**src/rtl/ptc_defs.svh**
```systemverilog
`ifndef PTC_DEFS_SVH
`define PTC_DEFS_SVH

// ----------------------------------------------------------------------------
// Register byte offsets on the Wishbone slave.
// ----------------------------------------------------------------------------
`define PTC_OFS_CTRL0 8'h00
`define PTC_OFS_CTRL1 8'h04
`define PTC_OFS_CNT_LO 8'h08
`define PTC_OFS_CNT_HI 8'h0c
`define PTC_OFS_CMPA_LO 8'h10
`define PTC_OFS_CMPA_HI 8'h14
`define PTC_OFS_PER_LO 8'h18
`define PTC_OFS_PER_HI 8'h1c
`define PTC_OFS_STATUS 8'h20

// ----------------------------------------------------------------------------
// Field positions.
// ----------------------------------------------------------------------------
`define PTC_C0_PAUSE 7
`define PTC_C0_CLKSEL_HI 6
`define PTC_C0_CLKSEL_LO 4
`define PTC_C0_ON 3
`define PTC_C1_MODE_HI 7
`define PTC_C1_MODE_LO 6
`define PTC_C1_PINFN_HI 5
`define PTC_C1_PINFN_LO 4
`define PTC_C1_INIT 3
`define PTC_C1_INV 2
`define PTC_C1_CAPSRC 1
`define PTC_C1_CLRSEL 0
`define PTC_ST_FLAGA 0
`define PTC_ST_FLAGP 1
`define PTC_ST_PIN 2

// ----------------------------------------------------------------------------
// Reset values and counter limits.
// ----------------------------------------------------------------------------
`define PTC_RST_BYTE 8'h00
`define PTC_RST_WORD 16'h0000
`define PTC_MAX_16 16'hffff
`define PTC_MAX_10 16'h03ff

// ----------------------------------------------------------------------------
// Prescaler terminal counts (divide by 4, 16 and 64).
// ----------------------------------------------------------------------------
`define PTC_DIV4_END 2'h3
`define PTC_DIV16_END 4'hf
`define PTC_DIV64_END 6'h3f

`endif

```
**src/rtl/ptc_pkg.sv**
```systemverilog
package ptc_pkg;

  // --------------------------------------------------------------------------
  // Operating modes.
  // --------------------------------------------------------------------------
  typedef enum logic [1:0] {
    PTC_MODE_CMP = 2'b00,
    PTC_MODE_CAP = 2'b01,
    PTC_MODE_PWM = 2'b10,
    PTC_MODE_TMR = 2'b11
  } ptc_mode_t;

  // --------------------------------------------------------------------------
  // Whole state of the timer top, apart from the pin synchronisers.
  // --------------------------------------------------------------------------
  typedef struct packed {
    logic pause;
    logic [2:0] clkSel;
    logic on;
    ptc_mode_t mode;
    logic [1:0] pinFunc;
    logic outInit;
    logic outInv;
    logic capSrc;
    logic clrSel;
    logic [15:0] cmpA;
    logic [15:0] period;
    logic [15:0] count;
    logic onPrev;
    logic outLvl;
    logic pinOut;
    logic pinOeN;
    logic flagA;
    logic flagP;
    logic [5:0] div;
    logic ack;
    logic [7:0] rdData;
  } ptc_state_t;

  // --------------------------------------------------------------------------
  // State of one pin synchroniser.
  // --------------------------------------------------------------------------
  typedef struct packed {
    logic [2:0] shift;
  } ptc_sync_t;

endpackage : ptc_pkg

```
**src/rtl/ptc_edge_sync.sv**
```systemverilog
`timescale 1ns/10ps
`default_nettype none

module ptc_edge_sync
  import ptc_pkg::*;
(
  // Clock and reset.
  input wire logic clk_sys,
  input wire logic rst,
  // Raw pin and its edges.
  input wire logic pinIn,
  output logic rise,
  output logic fall
);

  // Two synchroniser stages plus one history stage.
  ptc_sync_t s_r;
  ptc_sync_t s_nxt;

  // --------------------------------------------------------------------------
  // Shift the pin in; stage 0 feeds only stage 1.
  // --------------------------------------------------------------------------
  always_comb begin
    s_nxt = s_r;
    s_nxt.shift = {s_r.shift[1:0], pinIn};
  end

  // Edges are seen only between the settled stages, never on the first one.
  assign rise = s_r.shift[1] & ~s_r.shift[2];
  assign fall = ~s_r.shift[1] & s_r.shift[2];

  // Register the state.
  always_ff @(posedge clk_sys) begin
    if (rst) begin
      s_r <= '0;
    end else begin
      s_r <= s_nxt;
    end
  end

endmodule : ptc_edge_sync

`default_nettype wire

```
**src/rtl/ptc_timer.sv**
```systemverilog
// Notes on behaviour
// - Pause holds count; clearing resumes from it.
// - Three-bit field selects the counter clock.
// - Timer on rising edge zeroes and starts counter.
// - Timer on falling edge stops, keeps count.
// - Compare mode: on rising restores initial level.
// - Two-bit field selects operating mode.
// - Timer/counter mode leaves output pin undriven.
// - Compare mode: match A holds/low/high/toggles pin.
// - PWM mode: inactive, active, PWM, single pulse.
// - Capture mode: rise, fall, both or none.
// - No pin change when level equals initial.
// - Initial level, or PWM active polarity.
// - Invert bit flips the driven output.
// - Capture source: capture pin or clock pin.
// - Clear on match A, or on P/overflow.
// - Overflow clears only when period is zero.
// - Clear select ignored in PWM and capture.
// - 10-bit variant: high bytes keep two bits.
// - 16-bit variant: full period high byte.
// - 16-bit variant: full compare A high byte.
// - Count-up counter with two comparators.
// - Only match A moves the pin; flags raised.
//
// Register access over Wishbone and the placing of the registers were decided locally.
`timescale 1ns/10ps
`default_nettype none
`include "ptc_defs.svh"

module ptc_timer
  import ptc_pkg::*;
#(
  // One selects the 16-bit variant, zero the 10-bit variant.
  parameter bit WIDE16 = 1'b1
) (
  // Clock and reset.
  input wire logic clk_sys,
  input wire logic rst,
  // Classic Wishbone slave, 8-bit registers in the low byte lane.
  input wire logic cyc_i,
  input wire logic stb_i,
  input wire logic we_i,
  input wire logic [7:0] adr_i,
  input wire logic [31:0] dat_i,
  input wire logic [3:0] sel_i,
  output logic ack_o,
  output logic [31:0] dat_o,
  // Slow clock tick, one cycle wide.
  input wire logic subClockTick,
  // Pins.
  input wire logic extClockPin,
  input wire logic captureInputPin,
  output logic timerOutputPinO,
  output logic timerOutputPinOeN,
  // Event flags for the surrounding logic.
  output logic matchAFlag,
  output logic matchPFlag
);

  // --------------------------------------------------------------------------
  // Declarations.
  // --------------------------------------------------------------------------
  ptc_state_t s_r; // Registered state.
  ptc_state_t s_nxt; // Next state.
  logic [1:0] pinRise; // Synchronised rising edges, bit 1 is the clock pin.
  logic [1:0] pinFall; // Synchronised falling edges.
  logic [1:0] rawPins; // Pins in the order of the edge vectors.
  logic [15:0] cntMax; // Last count before wrap.
  logic onRise; // Timer switched on this cycle.
  logic srcTick; // Selected clock source fires.
  logic tick; // Counter advances this cycle.
  logic matchA; // Comparator A match on a tick.
  logic matchP; // Comparator P match on a tick.
  logic perZero; // Period value is zero.
  logic ovf; // Counter at its top on a tick.
  logic clrCnt; // Counter clears instead of incrementing.
  logic singlePulse; // Single-pulse output selected.
  logic capRise; // Rising edge on the capture source.
  logic capFall; // Falling edge on the capture source.
  logic capEvent; // Capture trigger taken.
  logic pwmActive; // PWM waveform in its active phase.
  logic setA; // Hardware sets flag A.
  logic setP; // Hardware sets flag P.
  logic reqValid; // Fresh bus request this cycle.
  logic wrEn; // Register write strobe.
  logic [7:0] wrByte; // Written byte.
  logic [7:0] hiMask; // Implemented bits of a high byte.
  logic [7:0] nextLvlCmp; // Scratch for the compare-mode level.

  assign rawPins = {extClockPin, captureInputPin};

  // --------------------------------------------------------------------------
  // Pin synchronisers, one per input pin.
  // --------------------------------------------------------------------------
  genvar gi;
  generate
    for (gi = 0; gi < 2; gi++) begin : gSync
      // Both pins are resynchronised before the counter or capture sees them.
      ptc_edge_sync uSync (
        .clk_sys(clk_sys),
        .rst(rst),
        .pinIn(rawPins[gi]),
        .rise(pinRise[gi]),
        .fall(pinFall[gi])
      );
    end
  endgenerate

  // --------------------------------------------------------------------------
  // Next-state logic: counter, comparators, output pin and bus slave.
  // --------------------------------------------------------------------------
  always_comb begin
    nextLvlCmp = 8'h00;
    s_nxt = s_r;
    // Counter width follows the variant.
    cntMax = WIDE16 ? `PTC_MAX_16 : `PTC_MAX_10;
    hiMask = WIDE16 ? 8'hff : 8'h03;
    onRise = s_r.on & ~s_r.onPrev;
    s_nxt.onPrev = s_r.on;
    // Free-running prescaler shared by the divided sources.
    s_nxt.div = s_r.div + 6'h01;
    // Source selection.
    unique case (s_r.clkSel)
      3'b000: srcTick = (s_r.div[1:0] == `PTC_DIV4_END);
      3'b001: srcTick = 1'b1;
      3'b010: srcTick = (s_r.div[3:0] == `PTC_DIV16_END);
      3'b011: srcTick = (s_r.div == `PTC_DIV64_END);
      3'b100, 3'b101: srcTick = subClockTick;
      3'b110: srcTick = pinRise[1];
      3'b111: srcTick = pinFall[1];
    endcase
    // Counting needs the timer on and not paused; the start edge only zeroes.
    tick = s_r.on & ~s_r.pause & ~onRise & srcTick;
    singlePulse = (s_r.mode == PTC_MODE_PWM) && (s_r.pinFunc == 2'b11);
    perZero = (s_r.period == `PTC_RST_WORD);
    matchA = tick & (s_r.count == s_r.cmpA);
    matchP = tick & ~perZero & (s_r.count == s_r.period);
    ovf = tick & (s_r.count == cntMax);
    // Clear condition per mode.
    unique case (s_r.mode)
      PTC_MODE_CMP, PTC_MODE_TMR: begin
        if (s_r.clrSel) begin
          clrCnt = matchA;
        end else begin
          clrCnt = matchP | (perZero & ovf);
        end
      end
      default: begin
        // Capture and PWM clear on the period comparator, or on overflow with a zero period; single pulse not at all.
        clrCnt = singlePulse ? 1'b0 : (matchP | (perZero & ovf));
      end
    endcase
    // Counter update; a zeroed period lets it run through its full range.
    if (onRise) begin
      s_nxt.count = `PTC_RST_WORD;
    end else if (tick) begin
      s_nxt.count = clrCnt ? `PTC_RST_WORD : ((s_r.count + 16'h0001) & cntMax);
    end
    // Capture trigger from the chosen source pin.
    capRise = s_r.capSrc ? pinRise[1] : pinRise[0];
    capFall = s_r.capSrc ? pinFall[1] : pinFall[0];
    unique case (s_r.pinFunc)
      2'b00: capEvent = capRise;
      2'b01: capEvent = capFall;
      2'b10: capEvent = capRise | capFall;
      2'b11: capEvent = 1'b0;
    endcase
    capEvent = capEvent & s_r.on & (s_r.mode == PTC_MODE_CAP);
    if (capEvent) begin
      s_nxt.cmpA = s_r.count;
    end
    // Flags: match A except in capture, where a capture raises it instead.
    setA = (s_r.mode == PTC_MODE_CAP) ? capEvent : matchA;
    setP = matchP & ~singlePulse;
    if ((s_r.mode == PTC_MODE_CMP) || (s_r.mode == PTC_MODE_TMR)) begin
      setP = matchP & ~s_r.clrSel;
    end
    // PWM phase; a duty at or above a nonzero period gives full duty.
    pwmActive = (s_r.count < s_r.cmpA) | (~perZero & (s_r.cmpA >= s_r.period));
    // Output level before the invert stage.
    unique case (s_r.mode)
      PTC_MODE_CMP: begin
        if (onRise) begin
          s_nxt.outLvl = s_r.outInit;
        end else if (matchA) begin
          // Forcing to the present level leaves the pin as it stands.
          unique case (s_r.pinFunc)
            2'b00: nextLvlCmp[0] = s_r.outLvl;
            2'b01: nextLvlCmp[0] = 1'b0;
            2'b10: nextLvlCmp[0] = 1'b1;
            2'b11: nextLvlCmp[0] = ~s_r.outLvl;
          endcase
          s_nxt.outLvl = nextLvlCmp[0];
        end
      end
      PTC_MODE_PWM: begin
        // Initial-level bit picks the active polarity here.
        unique case (s_r.pinFunc)
          2'b00: s_nxt.outLvl = ~s_r.outInit;
          2'b01: s_nxt.outLvl = s_r.outInit;
          2'b10: s_nxt.outLvl = (s_r.on & pwmActive) ? s_r.outInit : ~s_r.outInit;
          2'b11: s_nxt.outLvl = s_r.on ? s_r.outInit : ~s_r.outInit;
        endcase
      end
      default: begin
        s_nxt.outLvl = s_r.outLvl;
      end
    endcase
    // Pin is released in timer/counter and capture modes.
    s_nxt.pinOeN = (s_r.mode == PTC_MODE_TMR) || (s_r.mode == PTC_MODE_CAP);
    s_nxt.pinOut = s_nxt.pinOeN ? 1'b0 : (s_nxt.outLvl ^ s_r.outInv);
    // Single pulse: clock pin edge starts it, match A ends it.
    if (singlePulse && pinRise[1]) begin
      s_nxt.on = 1'b1;
    end
    if (singlePulse && matchA) begin
      s_nxt.on = 1'b0;
    end

    // ------------------------------------------------------------------------
    // Wishbone slave: one wait state, ack drops after one cycle.
    // ------------------------------------------------------------------------
    reqValid = cyc_i & stb_i & ~s_r.ack;
    s_nxt.ack = reqValid;
    wrEn = reqValid & we_i & sel_i[0];
    wrByte = dat_i[7:0];
    // Flag clears come first so that a same-cycle event survives.
    if (wrEn && (adr_i == `PTC_OFS_STATUS)) begin
      if (wrByte[`PTC_ST_FLAGA]) begin
        s_nxt.flagA = 1'b0;
      end
      if (wrByte[`PTC_ST_FLAGP]) begin
        s_nxt.flagP = 1'b0;
      end
    end
    if (setA) begin
      s_nxt.flagA = 1'b1;
    end
    if (setP) begin
      s_nxt.flagP = 1'b1;
    end
    // Software writes land after hardware updates and so win over them.
    if (wrEn) begin
      unique case (adr_i)
        `PTC_OFS_CTRL0: begin
          s_nxt.pause = wrByte[`PTC_C0_PAUSE];
          s_nxt.clkSel = wrByte[`PTC_C0_CLKSEL_HI:`PTC_C0_CLKSEL_LO];
          s_nxt.on = wrByte[`PTC_C0_ON];
        end
        `PTC_OFS_CTRL1: begin
          s_nxt.mode = ptc_mode_t'(wrByte[`PTC_C1_MODE_HI:`PTC_C1_MODE_LO]);
          s_nxt.pinFunc = wrByte[`PTC_C1_PINFN_HI:`PTC_C1_PINFN_LO];
          s_nxt.outInit = wrByte[`PTC_C1_INIT];
          s_nxt.outInv = wrByte[`PTC_C1_INV];
          s_nxt.capSrc = wrByte[`PTC_C1_CAPSRC];
          s_nxt.clrSel = wrByte[`PTC_C1_CLRSEL];
        end
        `PTC_OFS_CMPA_LO: s_nxt.cmpA[7:0] = wrByte;
        `PTC_OFS_CMPA_HI: s_nxt.cmpA[15:8] = wrByte & hiMask;
        `PTC_OFS_PER_LO: s_nxt.period[7:0] = wrByte;
        `PTC_OFS_PER_HI: s_nxt.period[15:8] = wrByte & hiMask;
        default: begin
          // Read-only and unmapped offsets ignore writes.
        end
      endcase
    end
    // Read mux; unused bits and unmapped offsets read as zero.
    unique case (adr_i)
      `PTC_OFS_CTRL0: s_nxt.rdData = {s_r.pause, s_r.clkSel, s_r.on, 3'h0};
      `PTC_OFS_CTRL1: s_nxt.rdData = {s_r.mode, s_r.pinFunc, s_r.outInit, s_r.outInv, s_r.capSrc, s_r.clrSel};
      `PTC_OFS_CNT_LO: s_nxt.rdData = s_r.count[7:0];
      `PTC_OFS_CNT_HI: s_nxt.rdData = s_r.count[15:8] & hiMask;
      `PTC_OFS_CMPA_LO: s_nxt.rdData = s_r.cmpA[7:0];
      `PTC_OFS_CMPA_HI: s_nxt.rdData = s_r.cmpA[15:8] & hiMask;
      `PTC_OFS_PER_LO: s_nxt.rdData = s_r.period[7:0];
      `PTC_OFS_PER_HI: s_nxt.rdData = s_r.period[15:8] & hiMask;
      `PTC_OFS_STATUS: s_nxt.rdData = {5'h00, s_r.pinOut, s_r.flagP, s_r.flagA};
      default: s_nxt.rdData = `PTC_RST_BYTE;
    endcase
    if (!reqValid) begin
      s_nxt.rdData = `PTC_RST_BYTE;
    end
  end

  // --------------------------------------------------------------------------
  // Register the state; after reset compare mode drives the pin low.
  // --------------------------------------------------------------------------
  always_ff @(posedge clk_sys) begin
    if (rst) begin
      s_r <= '0;
    end else begin
      s_r <= s_nxt;
    end
  end

  // --------------------------------------------------------------------------
  // Outputs.
  // --------------------------------------------------------------------------
  assign ack_o = s_r.ack;
  assign dat_o = {24'h000000, s_r.rdData};
  assign timerOutputPinO = s_r.pinOut;
  assign timerOutputPinOeN = s_r.pinOeN;
  assign matchAFlag = s_r.flagA;
  assign matchPFlag = s_r.flagP;

endmodule : ptc_timer

`default_nettype wire

```
**config.mk**
```make
export PLATFORM = sky130hd
export DESIGN_NAME = ptc_timer
export DESIGN_NICKNAME = d
export VERILOG_FILES = /design/src/rtl/ptc_pkg.sv /design/src/rtl/ptc_edge_sync.sv /design/src/rtl/ptc_timer.sv
export VERILOG_INCLUDE_DIRS = /design/src /design/src/rtl
export SDC_FILE = /design/constraint.sdc
export NUM_CORES = 1
export LEC_CHECK = 0
export BUFFER_PORTS_ARGS = -buffer_cell sky130_fd_sc_hd__buf_2
export CAP_MARGIN = 20
export CORE_MARGIN = 1
export CORE_UTILIZATION = 52
export DETAILED_ROUTE_END_ITERATION = 6
export PLACE_DENSITY_LB_ADDON = 0.1
export SLEW_MARGIN = 40
export SYNTH_ARGS = -nofsm -noshare
export SYNTH_HDL_FRONTEND = slang
export SYNTH_HIERARCHICAL = 1
export SYNTH_SLANG_ARGS = --single-unit
```
**constraint.sdc**
```tcl
create_clock -name clk_sys -period 2.5 [get_ports clk_sys]
set_clock_uncertainty 0.2 [all_clocks]
set_input_delay 0.375 -clock clk_sys [delete_from_list [all_inputs] [get_ports clk_sys]]
set_output_delay 0.375 -clock clk_sys [all_outputs]
set_load 0.02 [all_outputs]
```
; Word-level counts from Yosys, hierarchy flattened
; Cells that the tools add are included.
[totals]
register_bits = 88
input_bits = 52
output_inout_bits = 37
word_cells = 155
[op_classes]
add_sub_neg = 2
magnitude_cmp = 2
n_eq_ne = 27
n_mux = 33
n_bitwise = 41
reduce_logical = 26
[op_table]
columns = op, n
row1 = 8-bit one-hot mux with 9 select lines, 1
row2 = 41-bit two-way mux, 1
row3 = 8-bit two-way mux, 5
row4 = 16-bit == test, 2
row5 = 8-bit by 5-bit == test with 1-bit output (second input constant), 4
row6 = 16-bit two-way mux, 2
row7 = 1-bit bitwise AND, 23
row8 = 1-bit two-way mux, 18
row9 = 16-bit by 1-bit adder with 16-bit output (second input constant), 1
row10 = 16-bit == test (second input constant), 1
row11 = 8-bit by 4-bit == test with 1-bit output (second input constant), 2
row12 = 16-bit >= comparator, 1
row13 = 16-bit zero test, 1
row14 = 16-bit less-than comparator, 1
row15 = 1-bit inverter, 14
row16 = 3-bit == test (second input constant), 4
row17 = 1-bit one-hot mux with 4 select lines, 3
row18 = 2-bit AND reduction, 6
row19 = 2-bit == test (second input constant), 5
row20 = 2-bit OR reduction, 5
row21 = 8-bit by 3-bit == test with 1-bit output (second input constant), 1
row22 = 8-bit by 6-bit == test with 1-bit output (second input constant), 1
row23 = 8-bit zero test, 1
row24 = 2-bit nonzero test, 4
row25 = 15 further kinds, 24

; Depth between registers and ports, before layout
; Gate-level depths: netlist (run 1).
[logic_depth]
ltp_word = 11
depth_mapped = 10
ltp_nobuf = 9

; Modules after synthesis
; Netlist (run 1), hierarchy kept.
[by_module_without_submodules]
columns = mod, n_inst, cells_per_inst, area_each_um2
row1 = ptc_timer, 1, 608, 5307.6
row2 = ptc_edge_sync, 2, 8, 91.3

; Least setup slack after synthesis (run 1)
; Ideal clock, no wire load.
[synth_timing]
kind = reg2reg
from = reg s_r[53] (netlist bit)
to = reg s_r (netlist bit timerOutputPinO)
setup_time_ns = 0.062
t_arrival_ns = 2.191
setup_slack_ns = 0.047
stages_incl_launch_ff = 10
period_less_slack_ns = 2.453
cell_sequence = dfxtp_1 inv_1 ha_1 nand2b_1 a2111oi_0 or4b_1 a31oi_1 or4b_1 a211o_1 nand3_1
[synth_via]
elab_chain_len = 8
word_cells_on_any_way = 13
[synth_lines]
columns = item, line_no
row1 = start: declaration, ptc_timer.sv:63  ; ptc_state_t s_r;
row2 = start signal: assignment, ptc_timer.sv:292  ; s_r <= s_nxt;
row3 = 16-bit >= comparator, ptc_timer.sv:179  ; pwmActive = (s_r.count < s_r.cmpA) | (~perZero & (s_r.cmpA >= s_r.period));
row4 = 1-bit bitwise AND, ptc_timer.sv:179
row5 = 1-bit bitwise OR, ptc_timer.sv:179
row6 = 1-bit bitwise AND, ptc_timer.sv:201  ; 2'b10: s_nxt.outLvl = (s_r.on & pwmActive) ? s_r.outInit : ~s_r.outInit;
row7 = 1-bit two-way mux, ptc_timer.sv:201
row8 = 1-bit one-hot mux with 4 select lines, ptc_timer.sv:198  ; unique case (s_r.pinFunc)
row9 = 1-bit one-hot mux with 2 select lines *, ptc_timer.sv:181  ; unique case (s_r.mode)
row10 = 1-bit bitwise XOR *, ptc_timer.sv:211  ; s_nxt.pinOut = s_nxt.pinOeN ? 1'b0 : (s_nxt.outLvl ^ s_r.outInv);
; Mark *: on every way between the ends. The rest lies on a longest branch, timed or not.
; A chain may end at the register's enable or synchronous reset.

; Final worst setup path (run 1)
[layout_timing]
from = reg s_r[68] (netlist bit)
to = reg s_r (netlist bit timerOutputPinO)
; The elaborated chain is that of the path after synthesis.

==> results of run 1 <==
per-stage QoR:
| stage | cell area [um^2] | worst slack (ns) |
|---|---|---|
| finish | 6990 | -0.116 |
| detailed placement | 6170 | -0.302 |
| CTS | 6770 | -0.0676 |
| floorplan | 5580 | 0.0467 |
| global placement | 6170 | -0.250 |
| global route | 6990 | -0.172 |
final timing paths:
path	from	endpoint	slack (ns)	depth (start not counted)
worst min register to register	s_r[9]	s_r[9]	0.24	1
worst max register to register	s_r[68]	timerOutputPinO	-0.12	10
worst min-delay path	extClockPin	gSync[1].uSync/s_r[0]	0.009	2
worst max-delay path	s_r[68]	timerOutputPinO	-0.12	10
timing repair:
item | CTS | global route
pin swaps | 8 | 30
setup endpoints to repair | 19 | 18
resized for setup | 56 | 44
buffers inserted | 13 | 5
cloned | 1 | 0
hold buffers | 0 | 0
cell type report:
| class | count | share of cell area (%) |
|---|---|---|
| Multi-Input combinational cell | 459 | 52.7 |
| Timing Repair Buffer | 134 | 13.8 |
| Clock inverter | 5 | 1.15 |
| Clock buffer | 11 | 2.02 |
| Inverter | 41 | 2.20 |
| Tap cell | 136 | 2.43 |
| Sequential cell | 88 | 25.7 |
where the power goes:
part / internal [mW] / switching [mW]
Clock: 0.590 / 0.540
Sequential: 1.40 / 0.00663
Combinational: 0.0418 / 0.108
Total: 2.04 / 0.654
per-layer routing:
metal  part of all wire [%]  wire [um]  vias up  GRT usage [%]
met5                      0          0        -              0
met4                    4.8        812        0           18.4
met3                    5.4        915       43           6.11
met2                     48       8020      166           51.6
met1                     42       7120     2385           39.0
li1                       -          -     2381              -
synthesized netlist by cell type (2+ instances only):
| cell | number |
|---|---|
| ha_1 | 38 |
| nand2b_1 | 3 |
| nand3_1 | 12 |
| a211oi_1 | 17 |
| nor3_1 | 7 |
| a22oi_1 | 29 |
| nor2_1 | 77 |
| nor4_1 | 9 |
| o21ai_0 | 8 |
| a221oi_1 | 2 |
| nand3b_1 | 3 |
| a22o_1 | 2 |
| inv_1 | 41 |
| nand2_1 | 25 |
| clkbuf_1 | 12 |
| nand4_1 | 16 |
| and3_2 | 4 |
| a41oi_1 | 6 |
| buf_4 | 36 |
| xnor2_1 | 22 |
| nor3_2 | 2 |
| a21oi_1 | 22 |
| xor2_1 | 14 |
| dfxtp_1 | 88 |
| buf_1 | 2 |
| or2_2 | 2 |
| a31oi_1 | 7 |
| mux2i_1 | 46 |
| buf_2 | 5 |
| nor4_2 | 2 |
| and3_1 | 4 |
| nor2b_1 | 19 |
| clkbuf_8 | 2 |
| or4b_1 | 2 |
state kept, by name, summed over array words and instances (netlist names):
register	cells
s_r	68
dat_o	8
gSync.uSync/s_r	6
ack_o	1
matchAFlag	1
matchPFlag	1
s_nxt	1
timerOutputPinO	1
timerOutputPinOeN	1
logic make-up after synthesis:
| group | synth area share, % |
|---|---|
| compound gates | 14.7 |
| other cells | 0.0683 |
| mux | 8.59 |
| buf+inv | 9.94 |
| fa+ha+maj | 8.66 |
| flops | 32.1 |
| simple gates | 20.2 |
| xor+xnor | 5.74 |
==> run metrics, run 1 <==
Multi-input gate area=3690 um^2; Seq/Total Area, Yosys=32.1%; Pre-antenna DRT Iters=5; RSZ-0062 raised after global routing=true; Max clock buf depth=2; routability-driven placement congestion ratio=0.919; dpl cells=841; largest net degree at the start of global routing=40; crit path capture type=register; Bufs and invs on worst path=3; CTS H-tree lvls=3; CTS clk-pin slew, worst paths=0.09 ns; initial antenna violation count=0; Syn Inst Count=624; CP max stage cell=or4b_4; Die Span Y=105 um; CP startpoint kind=register; Fillers=851; worst setup margin=-0.116 ns; routed vias=4975; core area=10300 um^2; global-route wire length before repair=26500 um; clk root buf=clkbuf_8; #FFs+latches synth=88; Yosys warning total=6; GRT Residual Overflow=0; Avg Inst Size Synth=8.80 um^2; die area=11000 um^2; Post-DRT Antenna Nets=0; synthesized cell area=5490 um^2; DR WL/cell=19.3 um; Synth area leader=dfxtp_1; Antenna diodes=0; Synth async-reset ratio=0%; Final Cycle Share=105%; worst path required time=2.61 ns; vias per inst=5.69; final setup vio count=10; clock buffer count from CTS=9; failing checks=negative setup slack; most frequent CP cell=buf_4; hold_ws=0.00945 ns; fmax=0.382 GHz; crit path kind=register to register; IO buf count=37; total chip power=2.69 mW; status=finished, violations left; fin crit period=2.62 ns; worst vdd ir=0.000302 V; Post-synth EDFFs=0; Worst-Skew Late Latency=0.37 ns; DIE WIDTH=105 um; Slew headroom=55.9%; Final Hold Fails=0; routed wire length=16900 um; LEAKAGE=2.81 nW; post-synth cell types=72; GRT Util Overall=31.7%; Post-DP HPWL=12300 um; Sequential Area=1800 um^2; layout cell share with drive strength beyond 1=34.0%; Synth top area share=32.1%; initial DRC count=364; Final nets=823; vias in the first global route=4956; worst hold path type=primary input to register; Final Util=68.0%; Worst Path Max Fanout=3; TritonCTS sink count=88; initial core utilization=53.4%; CTS tree=built; Power Density=385 nW/um^2; DRC violations left=0; crit path DAT=2.73 ns; final slew viol count=0; # rows=37; delay-heaviest family, CP=simple AND/OR/NAND/NOR gates; commonest non-fill, non-tap cell in the layout=buf_4; Layout area overhead=27.4%; fin cells=874; I/O pin count=89; Worst Tran Pin Value=0.657 ns; max_cap viols=0; most frequent cells in the layout=buf_4, dfxtp_1, nor2_1; dominant cells by area after synthesis=dfxtp_1, ha_1, mux2i_1; setup TNS=-0.288 ns; Slowest Stage Delay on Critical Path=0.56 ns; sequence of cells on the critical path=inv_2 > ha_4 > nand4_1 > buf_4 > buf_4 > a21oi_4 > a211oi_4 > or4b_4 > a211o_1 > nand3_1; Most used DFF post-synth=dfxtp_1
Power figures use the tool's default switching activity.
==> run 2, diff against run 1 <==
- CORE_UTILIZATION: 52 -> 51
- SYNTH_HIERARCHICAL: 1 -> unset
==> run 2 against run 1 <==
Against the previous run: the run still ends with negative setup slack left; critical path depth grew 1; maximum frequency grew 1.7%; power shrank 0.83%.
==> run metrics, run 2 <==
status=finished, violations left; failing checks=negative setup slack; CTS clk-pin slew, worst paths=0.09 ns; clk root buf=clkbuf_8; worst path required time=2.61 ns; hold endpoint=gSync[1].uSync.s_r[0]; Final Cycle Share=103%; Hold Crit Depth=2; TritonCTS sink count=88; Worst Path Max Fanout=4; Clock power frac=41.5%; largest net degree at the start of global routing=42; RSZ-0062 raised after global routing=true; final slew viol count=0; GRT met1 Usage=37.8%; Seq/Total Area, Yosys=33.3%; routability-driven placement congestion ratio=0.977; Antenna diodes=0; Worst-Skew Late Latency=0.38 ns; post-synth cell types=54; worst setup margin=-0.0737 ns; Internal=2.04 mW; Slew headroom=46.2%; routed vias=4764; global-route wire length before repair=24200 um; Final nets=804; Slowest Stage Delay on Critical Path=0.35 ns; total chip power=2.67 mW; Post-DRT Antenna Nets=0; reg2reg setup slack=-0.07 ns; commonest non-fill, non-tap cell in the layout=nor2_1; # rows=36; most flop-heavy register=s_r; final setup vio count=1; grt met2 use=48.9%; synthesized cell area=5290 um^2; R2R cell count=11; die area=10800 um^2; Yosys warning total=0; GRT Residual Overflow=0; CP startpoint kind=register; dominant cells by area after synthesis=dfxtp_1, ha_1, mux2i_1; LEAKAGE=2.75 nW; Final Hold Fails=0; most common cell in the netlist=nor2_1; clock buffer count from CTS=9; initial DRC count=266; switching power=0.627 mW; fin crit period=2.57 ns; crit path capture type=register; Syn Inst Count=611; Worst Tran Pin Value=0.804 ns; vias per inst=5.59; #FFs+latches synth=88; Fillers=848; Post-DP HPWL=11500 um; vias in the first global route=4546; routed wire length=15400 um; IO buf count=37; combinational share of power=5.4%; Layout area overhead=23.3%; Synth area leader=dfxtp_1; Reg-to-Reg Start=s_r[67]; DRC violations left=0; layout cell share with drive strength beyond 1=25.6%; core area=9910 um^2; dpl cells=831; FF-to-FF End=timerOutputPinO; CP max stage cell=dfxtp_2; Avg Inst Size Synth=8.66 um^2; fin cells=852; worst hold path type=primary input to register; CTS tree=built; met3 GRT Util=7.68%; max_cap viols=0; gr busiest metal=met2; crit path DAT=2.69 ns; GRT Util Overall=29.7%; Most used DFF post-synth=dfxtp_1; I/O pin count=89; CTS H-tree lvls=3; Pre-antenna DRT Iters=5; most frequent cells in the layout=nor2_1, buf_4, dfxtp_1; DIE WIDTH=104 um; initial core utilization=53.4%; Sw Ratio=23.5%; Synth top area share=33.3%; fmax=0.389 GHz; hold path start=extClockPin; worst vdd ir=0.000518 V; DR WL/cell=18.1 um; Seq pwr share=53.0%; max FFs per register=68; Post-synth EDFFs=0; Power Density=409 nW/um^2; Max clock buf depth=2; setup TNS=-0.0737 ns; synth cell count leaders=nor2_1, dfxtp_1, mux2i_1; sequence of cells on the critical path=inv_2 > ha_4 > nand4_1 > buf_4 > nor4_4 > buf_4 > nand2_4 > mux2i_1 > nand3_1 > a22oi_2 > mux2i_1; Synth async-reset ratio=0%; initial antenna violation count=0; Die Span Y=104 um; crit path kind=register to register
-- run 2: cell count changes in the layout (fill, tap and decap cells not counted), sizes merged, moves of 3 or more --
cell / previous run / this run
a31oi: 8 / 4
and3: 8 / 5
buf: 134 / 123
nand2: 25 / 21
nand2b: 3 / 6
nand4: 16 / 9
nor2: 77 / 93
nor2b: 19 / 15
o21ai: 10 / 7
o32ai: 0 / 3
or4: 0 / 3
xnor2: 22 / 8
xor2: 14 / 27
-- run 2: worst max path at each step --
stage | start | endpoint | slack [ns]
detailed placement | s_r[67] | timerOutputPinO | -0.26
floorplan | s_r[40] | timerOutputPinO | 0.1
finish | s_r[67] | timerOutputPinO | -0.07
global placement | s_r[67] | timerOutputPinO | -0.21
CTS | s_r[53] | timerOutputPinO | -0.12
global route | s_r[67] | timerOutputPinO | -0.16
-- run 2: cells by family (layout without fill, tap and decap cells) --
logic type / after synthesis / after routing / share of synthesized area, %
and+or+nand+nor: 202 / 202 / 19.5
AOI/OAI and AO/OA: 107 / 107 / 14.6
other: 1 / 24 / 0.0709
buffers and inverters: 96 / 181 / 9.48
xor gates and xnor gates: 35 / 35 / 5.79
adders and majority gates: 38 / 38 / 8.99
DFF: 88 / 88 / 33.3
muxes: 44 / 44 / 8.33
-- run 2: routing by layer --
metal | vias up | share of wire, %
li1 | 2315 | -
met1 | 2259 | 45
met2 | 155 | 47
met3 | 35 | 5.6
met4 | 0 | 2.4
met5 | - | 0
-- run 2: repair_timing --
action / 4_1_cts / 5_1_grt
hold endpoints to repair: 2 / 0
pin swaps: 7 / 11
resized for setup: 22 / 24
buffers inserted: 1 / 2
endpoints found under the setup margin: 2 / 18
hold buffers: 2 / 0
-- run 2: area by class of cell --
| cell class | count | area, um^2 | share of cell area, % |
|---|---|---|---|
| clock buffers | 11 | 141 | 2.17 |
| clock inverters | 5 | 80.1 | 1.23 |
| inverters | 40 | 150 | 2.30 |
| multi-input cells | 450 | 3340 | 51.2 |
| flip-flops and latches | 88 | 1770 | 27.1 |
| well taps | 133 | 166 | 2.55 |
| repair buffers | 125 | 875 | 13.4 |
-- run 2: worst max-delay path, delay by kind of cell, from the launching register on --
| kind | cells | cell delay (ns) |
|---|---|---|
| adders and majority gates | 1 | 0.26 |
| buffers and inverters | 3 | 0.45 |
| AOI/OAI and AO/OA | 1 | 0.23 |
| DFF | 1 | 0.35 |
| muxes | 2 | 0.36 |
| and+or+nand+nor | 4 | 0.65 |
-- run 2: through the flow --
step	utilization, %	setup WS (ns)	hold slack (ns)	cell area (um^2)
2_1_floorplan	-	0.0974	0.214	5380
3_3_place_gp	60.7	-0.208	0.215	6010
3_5_place_dp	60.7	-0.264	0.226	6010
4_1_cts	64.4	-0.121	0.00535	6380
5_1_grt	65.8	-0.155	0.0408	6520
6_report	65.8	-0.0737	0.0164	6520
-- run 2: power groups by stage --
stage	Clock (mW)	Sequential [mW]	Combinational, mW
floorplan	0	1.45	0.105
global placement	0	1.45	0.139
detailed placement	0	1.45	0.140
CTS	1.13	1.41	0.143
global route	1.21	1.42	0.156
finish	1.11	1.41	0.145
